`config.mk`:
```
export PLATFORM = sky130hd
export DESIGN_NAME = txg_gearbox
export DESIGN_NICKNAME = d
export VERILOG_FILES = /design/src/inc/txg_pkg.sv /design/src/design/txg_gearbox.sv /design/src/design/txg_lane.sv
export SDC_FILE = /design/constraint.sdc
export NUM_CORES = 1
export LEC_CHECK = 0
export ABC_AREA = 0
export BUFFER_PORTS_ARGS = -buffer_cell sky130_fd_sc_hd__buf_2
export CAP_MARGIN = 10
export CORE_MARGIN = 1
export CORE_UTILIZATION = 55
export DETAILED_ROUTE_END_ITERATION = 8
export GPL_TIMING_DRIVEN = 0
export PLACE_DENSITY_LB_ADDON = 0.3
export SYNTH_ARGS = -nofsm -noshare
export SYNTH_HDL_FRONTEND = slang
export SYNTH_SLANG_ARGS = --single-unit
```
`constraint.sdc`:
```
create_clock -name i_clk -period 3.25 [get_ports i_clk]
set_input_delay 0.65 -clock i_clk [delete_from_list [all_inputs] [get_ports i_clk]]
set_output_delay 0.65 -clock i_clk [all_outputs]
set_load 0.03 [all_outputs]
```
`src/inc/txg_pkg.sv`:
```
/*
  Shared constants for the transmit synchronous gearbox: mode bit positions,
  header and sequence-count widths per coding, and reset values.
  Assumes a single clock domain and an active-low asynchronous reset.
*/
package txg_pkg;

  // gearbox mode setting, bit positions
  localparam int unsigned MODE_W        = 5;
  localparam int unsigned MODE_ASYNC    = 4;
  localparam int unsigned MODE_UNUSED_3 = 3;
  localparam int unsigned MODE_CAUI     = 2;
  localparam int unsigned MODE_UNUSED_1 = 1;
  localparam int unsigned MODE_CODE66   = 0;

  localparam logic [MODE_W-1:0] MODE_DEFAULT = 5'h01;

  // header field layout
  localparam int unsigned HDR_IN_W      = 6;
  localparam int unsigned HDR_MAX_W     = 3;
  localparam int unsigned HDR66_W       = 2;
  localparam int unsigned HDR67_W       = 3;
  localparam int unsigned HDR_B_LSB     = 3;

  // sequence count layout
  localparam int unsigned SEQ_IN_W      = 7;
  localparam logic [6:0]  SEQ66_MASK    = 7'h3F;
  localparam logic [6:0]  SEQ67_MASK    = 7'h7F;

  // payload
  localparam int unsigned PAYLOAD_IN_W  = 64;
  localparam int unsigned BLOCK_PAY_W   = 64;

  // reset values
  localparam logic [6:0]  SEQ_RST       = 7'h00;
  localparam logic        READY_RST     = 1'b1;

endpackage

```
`src/design/txg_gearbox.sv`:
```
/*
  Transmit synchronous gearbox top: header and payload combining for
  64B/66B and 64B/67B coding, normal single-stream or two-stream CAUI mode.
  CAUI splits the user word in halves, stream A low and stream B high.
  Mode and enable are static parameters. The asynchronous variant is not
  built; selecting it falls back to the straight pass-through path, which
  is also what a disabled gearbox uses.
  Assumes payload is already scrambled and that the user drives its own
  sequence counter and honours o_tx_payload_ready as a hold request.
  Assumes all inputs are synchronous to i_clk and that DATA_W is 16, 32 or
  64; any other width raises o_mode_error rather than stopping the build.
*/
// Operation
// - header bits 1:0 for 66b, 2:0 for 67b
// - CAUI: stream A header 2:0, B 5:3
// - sequence bits 5:0 for 66b, 6:0 for 67b
// - CAUI: one count serves both lanes
// - mode bit 4 selects async gearbox
// - mode bit 2 selects CAUI mode
// - mode bit 0: 1 is 66b, 0 67b
// - gearbox runs only when enabled
// - transmit and receive share one mode
// - user payload width 2, 4 or 8 bytes
// - header merged with payload into coded blocks
`timescale 1ns/1ps
module txg_gearbox #(
  parameter int unsigned             DATA_W       = 32,
  parameter logic [txg_pkg::MODE_W-1:0] GEARBOX_MODE = txg_pkg::MODE_DEFAULT,
  parameter bit                      GEARBOX_EN   = 1'b1
) (
  // clock and reset
  input  wire logic                             i_clk,
  input  wire logic                             i_rst_b,
  // user side
  input  wire logic [txg_pkg::PAYLOAD_IN_W-1:0] i_tx_payload_in,
  input  wire logic [txg_pkg::HDR_IN_W-1:0]     i_tx_block_header_in,
  input  wire logic [txg_pkg::SEQ_IN_W-1:0]     i_tx_seq_count_in,
  output logic                                  o_tx_payload_ready,
  // line side
  output logic      [DATA_W-1:0]                o_tx_line_data,
  output logic                                  o_tx_line_valid,
  // per-lane sequence count and status
  output logic      [txg_pkg::SEQ_IN_W-1:0]     o_pcs_lane_a_seq,
  output logic      [txg_pkg::SEQ_IN_W-1:0]     o_pcs_lane_b_seq,
  output logic                                  o_tx_gearbox_active,
  output logic                                  o_mode_error
);
  import txg_pkg::*;

  // static decode of the shared mode setting; the receive side reads the same
  // value, so there is no separate receive mode to keep consistent
  localparam bit ASYNC_SEL = GEARBOX_MODE[MODE_ASYNC];
  localparam bit CAUI_SEL  = GEARBOX_MODE[MODE_CAUI];
  localparam bit CODE66    = GEARBOX_MODE[MODE_CODE66];
  localparam bit UNUSED_SET = GEARBOX_MODE[MODE_UNUSED_3] | GEARBOX_MODE[MODE_UNUSED_1];
  // async variant is not built here, so only the sync path can run
  localparam bit RUN_SYNC  = GEARBOX_EN && !ASYNC_SEL;
  // 67b coding with the async gearbox is an illegal pairing
  localparam bit MODE_BAD  = UNUSED_SET || (ASYNC_SEL && !CODE66);
  localparam logic [SEQ_IN_W-1:0] SEQ_MASK = CODE66 ? SEQ66_MASK : SEQ67_MASK;

  // only documented user widths are legal; a bad width is reported, not stopped
  localparam bit WIDTH_BAD = (DATA_W != 16) && (DATA_W != 32) && (DATA_W != 64);

  logic [SEQ_IN_W-1:0] seq_a_reg;
  logic [SEQ_IN_W-1:0] seq_b_reg;
  logic                active_reg;
  logic                mode_err_reg;
  logic                lane_skew;
  logic                skew_reg;

  // one count input feeds both lanes, masked to the coding's width
  // each lane keeps its own copy so lane outputs never share a flop
  always_ff @(posedge i_clk or negedge i_rst_b) begin
    if (!i_rst_b) begin
      seq_a_reg <= SEQ_RST;
    end else if (RUN_SYNC) begin
      seq_a_reg <= i_tx_seq_count_in & SEQ_MASK;
    end
  end

  always_ff @(posedge i_clk or negedge i_rst_b) begin
    if (!i_rst_b) begin
      seq_b_reg <= SEQ_RST;
    end else if (RUN_SYNC) begin
      seq_b_reg <= i_tx_seq_count_in & SEQ_MASK;
    end
  end

  // status is static but still leaves a flop, so it reads 0 during reset
  always_ff @(posedge i_clk or negedge i_rst_b) begin
    if (!i_rst_b) begin
      active_reg <= 1'b0;
    end else begin
      active_reg <= RUN_SYNC;
    end
  end

  // sticky: once the two CAUI lanes drift apart every later word is suspect
  always_ff @(posedge i_clk or negedge i_rst_b) begin
    if (!i_rst_b) begin
      skew_reg <= 1'b0;
    end else if (lane_skew) begin
      skew_reg <= 1'b1;
    end
  end

  always_ff @(posedge i_clk or negedge i_rst_b) begin
    if (!i_rst_b) begin
      mode_err_reg <= 1'b0;
    end else begin
      mode_err_reg <= MODE_BAD || WIDTH_BAD || skew_reg;
    end
  end

  // the assigns only rename flop outputs
  assign o_pcs_lane_a_seq    = seq_a_reg;
  assign o_pcs_lane_b_seq    = seq_b_reg;
  assign o_tx_gearbox_active = active_reg;
  assign o_mode_error        = mode_err_reg;

  if (!RUN_SYNC) begin : g_bypass
    // header and count are ignored; payload goes out one edge later
    logic [DATA_W-1:0] pass_reg;
    logic              pass_vld_reg;

    always_ff @(posedge i_clk or negedge i_rst_b) begin
      if (!i_rst_b) begin
        pass_reg     <= '0;
        pass_vld_reg <= 1'b0;
      end else begin
        pass_reg     <= i_tx_payload_in[DATA_W-1:0];
        pass_vld_reg <= 1'b1;
      end
    end

    // the straight path never pauses, so ready stays up after reset
    always_ff @(posedge i_clk or negedge i_rst_b) begin
      if (!i_rst_b) begin
        o_tx_payload_ready <= 1'b0;
      end else begin
        o_tx_payload_ready <= 1'b1;
      end
    end

    assign o_tx_line_data  = pass_reg;
    assign o_tx_line_valid = pass_vld_reg;
    assign lane_skew       = 1'b0;

  end else if (CAUI_SEL) begin : g_caui
    // two streams, each carried on half the user width
    localparam int unsigned HW = DATA_W / 2;
    logic [HW-1:0] dat_a;
    logic [HW-1:0] dat_b;
    logic          vld_a;
    logic          vld_b;
    logic          take_a;
    logic          take_b;
    logic [2:0]    hdr_b;

    // 66b CAUI: stream B bit 2 is forced low even if the user misdrives it
    assign hdr_b = CODE66 ? {1'b0, i_tx_block_header_in[HDR_B_LSB+1:HDR_B_LSB]}
                          : i_tx_block_header_in[HDR_IN_W-1:HDR_B_LSB];

    txg_lane #(.CW(HW)) u_lane_a (
      .i_clk   (i_clk),
      .i_rst_b (i_rst_b),
      .i_chunk (i_tx_payload_in[HW-1:0]),
      .i_hdr   (i_tx_block_header_in[HDR_MAX_W-1:0]),
      .i_hdr67 (!CODE66),
      .o_data  (dat_a),
      .o_valid (vld_a),
      .o_take  (take_a)
    );

    // stream B rides the upper half of the user word
    txg_lane #(.CW(HW)) u_lane_b (
      .i_clk   (i_clk),
      .i_rst_b (i_rst_b),
      .i_chunk (i_tx_payload_in[DATA_W-1:HW]),
      .i_hdr   (hdr_b),
      .i_hdr67 (!CODE66),
      .o_data  (dat_b),
      .o_valid (vld_b),
      .o_take  (take_b)
    );

    // equal block lengths keep the lanes in lockstep, so lane A speaks for
    // both; any disagreement is latched into the mode error instead
    assign lane_skew          = (take_a != take_b) || (vld_a != vld_b);
    assign o_tx_payload_ready = take_a;
    assign o_tx_line_data     = {dat_b, dat_a};
    assign o_tx_line_valid    = vld_a;

  end else begin : g_normal
    // one lane carries the whole user word, so its hold request is the block's
    logic take;

    txg_lane #(.CW(DATA_W)) u_lane (
      .i_clk   (i_clk),
      .i_rst_b (i_rst_b),
      .i_chunk (i_tx_payload_in[DATA_W-1:0]),
      .i_hdr   (i_tx_block_header_in[HDR_MAX_W-1:0]),
      .i_hdr67 (!CODE66),
      .o_data  (o_tx_line_data),
      .o_valid (o_tx_line_valid),
      .o_take  (take)
    );

    assign o_tx_payload_ready = take;
    assign lane_skew          = 1'b0;
  end

endmodule

```
`src/design/txg_lane.sv`:
```
/*
  One gearbox lane: merges a header with the first chunk of each 64-bit block
  and repacks the resulting 66/67-bit blocks into fixed-width line words.
  Assumes the user holds its chunk whenever o_take was low for that cycle.
*/
`timescale 1ns/1ps
module txg_lane #(
  parameter int unsigned CW = 32
) (
  // clock and reset
  input  wire logic          i_clk,
  input  wire logic          i_rst_b,
  // user side
  input  wire logic [CW-1:0] i_chunk,
  input  wire logic [2:0]    i_hdr,
  input  wire logic          i_hdr67,
  // line side
  output logic      [CW-1:0] o_data,
  output logic               o_valid,
  output logic               o_take
);
  import txg_pkg::*;

  localparam int unsigned ACC = 2 * CW + 4;
  localparam int unsigned LW  = $clog2(ACC + 1);
  localparam int unsigned CPB = BLOCK_PAY_W / CW;
  localparam int unsigned IW  = (CPB > 1) ? $clog2(CPB) : 1;
  localparam logic [LW-1:0] CW_L   = LW'(CW);
  localparam logic [LW-1:0] ROOM_L = LW'(CW + 1);
  localparam logic [IW-1:0] LAST_I = IW'(CPB - 1);

  logic [ACC-1:0]  acc_reg;
  logic [LW-1:0]   level_reg;
  logic [IW-1:0]   idx_reg;
  logic            take_reg;

  logic            emit;
  logic [LW-1:0]   lvl_after;
  logic [ACC-1:0]  acc_after;
  logic            first;
  logic [CW+2:0]   new_vec;
  logic [LW-1:0]   new_len;
  logic [ACC-1:0]  acc_next;
  logic [LW-1:0]   level_next;
  logic [LW-1:0]   lvl2;

  always_comb begin
    emit      = level_reg >= CW_L;
    lvl_after = emit ? level_reg - CW_L : level_reg;
    acc_after = emit ? acc_reg >> CW : acc_reg;
    first     = idx_reg == '0;
    // header sits in the low bits so it goes on the wire first
    if (!first) begin
      new_vec = {3'h0, i_chunk};
      new_len = CW_L;
    end else if (i_hdr67) begin
      new_vec = {i_chunk, i_hdr};
      new_len = LW'(CW + HDR67_W);
    end else begin
      new_vec = {1'b0, i_chunk, i_hdr[HDR66_W-1:0]};
      new_len = LW'(CW + HDR66_W);
    end
    acc_next   = take_reg ? (acc_after | (ACC'(new_vec) << lvl_after)) : acc_after;
    level_next = take_reg ? lvl_after + new_len : lvl_after;
    lvl2       = (level_next >= CW_L) ? level_next - CW_L : level_next;
  end

  always_ff @(posedge i_clk or negedge i_rst_b) begin
    if (!i_rst_b) begin
      acc_reg   <= '0;
      level_reg <= '0;
    end else begin
      acc_reg   <= acc_next;
      level_reg <= level_next;
    end
  end

  // block boundary tracking; one header per 64 payload bits
  always_ff @(posedge i_clk or negedge i_rst_b) begin
    if (!i_rst_b) begin
      idx_reg <= '0;
    end else if (take_reg) begin
      idx_reg <= (idx_reg == LAST_I) ? '0 : idx_reg + IW'(1);
    end
  end

  // pause decided a cycle ahead so the hold request leaves a flop
  always_ff @(posedge i_clk or negedge i_rst_b) begin
    if (!i_rst_b) begin
      take_reg <= READY_RST;
    end else begin
      take_reg <= lvl2 <= ROOM_L;
    end
  end

  always_ff @(posedge i_clk or negedge i_rst_b) begin
    if (!i_rst_b) begin
      o_data  <= '0;
      o_valid <= 1'b0;
    end else begin
      o_data  <= acc_reg[CW-1:0];
      o_valid <= emit;
    end
  end

  assign o_take = take_reg;

endmodule

```
Word-level counts from Yosys, hierarchy flattened:

Index checks and enable logic that the tools add are counted.

* add/subtract/negate cells: 4
* magnitude comparators: 3
* shift operators: 1
* mux-type cells: 8
* bitwise gates (word level): 1

Operators with widths (number)
* two-way mux 68 bit: 2
* OR 68 bit: 1
* left shift 35 x 7 -> 68 bit: 1
* two-way mux 34 bit: 1
* two-way mux 7 bit: 3
* greater-or-equal comparator 7 x 6 -> 1 bit, second input constant: 2
* subtractor 7 x 6 -> 7 bit, second input constant: 2
* adder 7 x 6 -> 7 bit: 1
* less-or-equal comparator 7 x 6 -> 1 bit, second input constant: 1
* two-way mux 2 bit: 1
* adder 1 bit, second input constant: 1
* two-way mux 1 bit: 1

* register bits: 117
* bits of input ports: 79
* output and inout port bits: 50
* word-level logic and storage cells: 25

Logic depth before layout (Yosys ltp):

* depth after elaboration: 7
* depth in mapped cells: 11
* gate-level depth less buffers: 7

Modules after synthesis:

Synthesis repeated with hierarchy kept, for this count alone.

* cell total of the unflattened synthesis: 790
* area total of the unflattened synthesis: 8002.7 sq um

Modules (own cells, without submodules)
* txg_lane: instances 1, cells an instance 772, area an instance 7752.4 sq um, sequential area each 2753.9 sq um
* txg_gearbox: instances 1, cells an instance 18, area an instance 250.2 sq um, sequential area each 175.2 sq um

Worst setup path before layout:

OpenSTA, ideal clock, no wires.

* path type: register -> register
* start: register g_normal.u_lane.idx_reg
* end: register g_normal.u_lane.take_reg (netlist: g_normal.u_lane.o_take)
* arrival: 2.239 ns
* slack: 0.939 ns
* cell stages (with the launch flop): 12
* path buffers: 4
* cells stage by stage: dfrtp_1 > buf_4 > buf_2 > buf_6 > buf_4 > inv_2 > ha_1 > ha_1 > nand2_1 > o21ai_0 > or4_1 > o21ai_1

* word-level cells in the longest chain between the ends: 6
* elaborated cells on any way between the ends: 7

RTL lines
* start, declared: RTL line txg_lane.sv:34 `logic [IW-1:0] idx_reg;`
* start signal, assigned: RTL line txg_lane.sv:83 `idx_reg <= (idx_reg == LAST_I) ? '0 : idx_reg + IW'(1);`
* two-way mux 2 bit *: RTL line txg_lane.sv:53 `if (!first) begin`
* adder 7 x 6 -> 7 bit *: RTL line txg_lane.sv:64 `level_next = take_reg ? lvl_after + new_len : lvl_after;`
* two-way mux 7 bit *: RTL line txg_lane.sv:64
* named net g_normal.u_lane.level_next[2]: RTL line txg_lane.sv:44 `logic [LW-1:0] level_next;`
* subtractor 7 x 6 -> 7 bit or greater-or-equal comparator 7 x 6 -> 1 bit (tied branches): RTL line txg_lane.sv:65 `lvl2 = (level_next >= CW_L) ? level_next - CW_L : level_next;`
* two-way mux 7 bit *: RTL line txg_lane.sv:65
* less-or-equal comparator 7 x 6 -> 1 bit *: RTL line txg_lane.sv:92 `take_reg <= lvl2 <= ROOM_L;`
* end signal, assigned: RTL line txg_lane.sv:90 `take_reg <= READY_RST;`
* end signal, assigned: RTL line txg_lane.sv:92
* end, declared: RTL line txg_lane.sv:35 `logic take_reg;`

Mark *: on every way through the listed nets, which the timed path passes. The rest lies on a longest branch.
A chain may end at the register's enable or synchronous reset.

Final worst setup path:

* start: register g_normal.u_lane.level_reg[2]
* end: register g_normal.u_lane.acc_reg[33]

* word-level cells in the longest chain between the ends: 5
* elaborated cells on any way between the ends: 7

RTL lines
* start, declared: RTL line txg_lane.sv:33 `logic [LW-1:0] level_reg;`
* start signal, assigned: RTL line txg_lane.sv:74 `level_reg <= level_next;`
* subtractor 7 x 6 -> 7 bit or greater-or-equal comparator 7 x 6 -> 1 bit (tied branches): RTL line txg_lane.sv:49, txg_lane.sv:48
* two-way mux 7 bit: RTL line txg_lane.sv:49 `lvl_after = emit ? level_reg - CW_L : level_reg;`
* left shift 35 x 7 -> 68 bit: RTL line txg_lane.sv:63 `acc_next = take_reg ? (acc_after | (ACC'(new_vec) << lvl_after)) : acc_after;`
* OR 68 bit: RTL line txg_lane.sv:63
* two-way mux 68 bit *: RTL line txg_lane.sv:63
* named net g_normal.u_lane.acc_next[33]: RTL line txg_lane.sv:43 `logic [ACC-1:0] acc_next;`
* end signal, assigned: RTL line txg_lane.sv:73 `acc_reg <= acc_next;`
* end, declared: RTL line txg_lane.sv:32 `logic [ACC-1:0] acc_reg;`

Marks and branches as above.

==> metrics.txt <==
final net count 937; Comb power frac 0.099; maxcap violations 0; r2r setup slk 0.14 ns; sequential fraction of the synthesis area 0.3927; io pins 129; Core ar. 13,190 um^2; RR Startpoint g_normal.u_lane.level_reg[2]; Routed WL 30.02 mm; global route total overflow 0; Lkg Pwr 3.842 nW; # setup viols final 0; die extent in x 118.0 um; CP startpoint kind register; Pint 3.008 mW; Final Hold Viols 0; die area 13,910 um^2; FFs w/ async S/R, synth 1.000; register bit total from synthesis 116; largest net degree at the start of global routing 78; vias in the first global route 7,347; CP endpoint kind register; failing checks DRC; Starting Density 0.5607; syn_area_per_cell 9.914 um^2; post-layout util 0.6632; Post-CTS Setup Bufs 0; CTS resizes 0; top cells by area, synth dfrtp_1, mux4_2, mux2i_1; fill count 1,007; Post-Synth Adder-Cell Area 0.003384; CTS hold repair buffers 0; share of cells above drive strength 1 0.2509; post-synth top area cell dfrtp_1; clk_skew 0.008282 ns; DIE HEIGHT 118.0 um; clk_lat worst skew 0.42 ns; post-synthesis mux area share 0.2438; clock network fraction of design power 0.520; synthesized area 7396 um^2; R2R Path End g_normal.u_lane.acc_reg[33]; Synth Area in XOR/XNOR 0.004737; first-pass GRT wire length 45.20 mm; Slew Limit Fails 0; period utilization 0.9583; peak supply drop 340.4 uV; max_slew headroom 0.3806; Worst Hold Class input pin to async pin; number of synthesized flops with an enable pin 0; DR DRC count 1; fmax 321.1 MHz; Simple-Gate Fraction of Synth Area 0.1321; CTS buffer count 17; Worst-Margin Slew 0.9291 ns; Flop pwr share 0.380; cell with the most instances after synthesis dfrtp_1; dpl hpwl 21.96 mm; Syn. warnings 0; final worst slack 0.1356 ns; Tmin final 3.114 ns; Yosys cell types 60; main flop type after synthesis dfrtp_1; Post-DRT Antenna Nets 0; Yosys top cell area share 0.3891; Multi-input gate area 4096 um^2; sequential cell area 2904 um^2; unrepaired setup endpoints after global routing no; Sinks on Clock Net 116; Switching Share 0.2527; routed via count 7,423; Tot Pwr 4.025 mW; outcome finished, violations left; Sw Pwr 1.017 mW; Tot GR Track Use 0.4394; largest family of logic cells by synthesized area multiplexers; initial antenna violation count 0; Area growth syn-to-layout 18.27%; Clock Pin Slew Worst Setup and Hold Paths 0.06 ns; critical path type register to register; Place WS 0.3287 ns; Compound-Gate Fraction of Synth Area 0.1678; required time worst endpoint 3.51 ns; setup tns final 0 ns; Largest register FFs 68; number of vias per cell 7.103; clk root buf clkbuf_16; H-tree levels 4; Rows 42; maximum buffer depth of the clock tree 2; DR iter-0 viols 1,009; power per cell area 460.1 nW/um^2; Pre-Repair DR Iteration Count 9; WP data arrival 3.37 ns; Placer Congestion 0.9992; Mapped Cells 746; IO Port Bufs 88; Max Fanout on Critical Path 10; routed len/inst 28.72 um; worst r2r path cells 7; Finished Layout Cells 1,045; # diodes 0; synth cell count leaders dfrtp_1, nor2_1, nand2_1, mux2i_1, mux4_2; dpl cells 1,013; CTS tree built
-- per-layer routing --
layer  GRT usage  up-vias  wire length, um
li1            -     2995                -
met1      0.5452     3567            10850
met2      0.6868      682            13690
met3      0.1163      179             3486
met4      0.2652        0             1993
met5           0        -                0
-- kinds of logic after synthesis --
| family | Yosys count |
|---|---|
| xor+xnor | 4 |
| buf+inv | 79 |
| fa+ha+maj | 2 |
| simple gates | 228 |
| mux | 136 |
| compound gates | 179 |
| flops | 116 |
| other cells | 2 |
-- metrics by stage --
stage	hold slack (ns)	instance area, um^2
finish	0.2107	8747
global route	0.2459	8747
CTS	0.2261	8747
detailed placement	0.3619	8094
global placement	0.3591	8064
floorplan	0.3534	7403
-- placed cells by master (no fill, tap or decap), types with 22 or more instances in the layout --
master,count
mux4_2,32
nand2_1,79
a21oi_1,22
nand3_1,22
mux2i_1,71
mux2_2,27
clkbuf_1,30
o221ai_1,22
o22ai_1,27
buf_2,100
dfrtp_1,115
nor2_1,82
-- final cells by class --
class                      count  share of cell area
clock inverter                14             0.02560
multi-input combinational    553              0.4683
buffer                        68             0.04134
clock buffer                  18             0.04906
tap                          176             0.02518
timing repair buffer          89             0.05378
inverter                      11            0.004720
sequential                   116              0.3320
-- worst max path at each step --
stage                                            start                           to  slack, ns  cells past startpoint
after floorplan                g_normal.u_lane.idx_reg       g_normal.u_lane.o_take       0.94                     11
after global placement                         i_rst_b  g_normal.u_lane.acc_reg[16]       0.32                      1
after detailed placement  g_normal.u_lane.level_reg[2]  g_normal.u_lane.acc_reg[33]       0.33                      7
after CTS                 g_normal.u_lane.level_reg[2]  g_normal.u_lane.acc_reg[33]       0.30                      7
after global routing      g_normal.u_lane.level_reg[2]  g_normal.u_lane.acc_reg[33]       0.15                      7
final                     g_normal.u_lane.level_reg[2]  g_normal.u_lane.acc_reg[33]       0.14                      7
-- worst max-delay path, stage by stage, from the launching register on --
cell and delay, ns:
dfrtp_1 0.48, clkbuf_1 0.29, inv_1 0.27, buf_1 0.50
clkbuf_1 0.62, a211oi_1 0.17, a31oi_1 0.40, o221ai_1 0.21
-- power by group through the flow --
stage | Sequential, mW | Combinational, mW | Clock [mW]
final | 1.53 | 0.400 | 2.09
after global routing | 1.53 | 0.421 | 2.14
after CTS | 1.53 | 0.389 | 2.08
after detailed placement | 1.55 | 0.385 | 0
after global placement | 1.55 | 0.372 | 0
after floorplan | 1.60 | 0.162 | 0
Note: power is estimated with default switching activity, not from simulation.
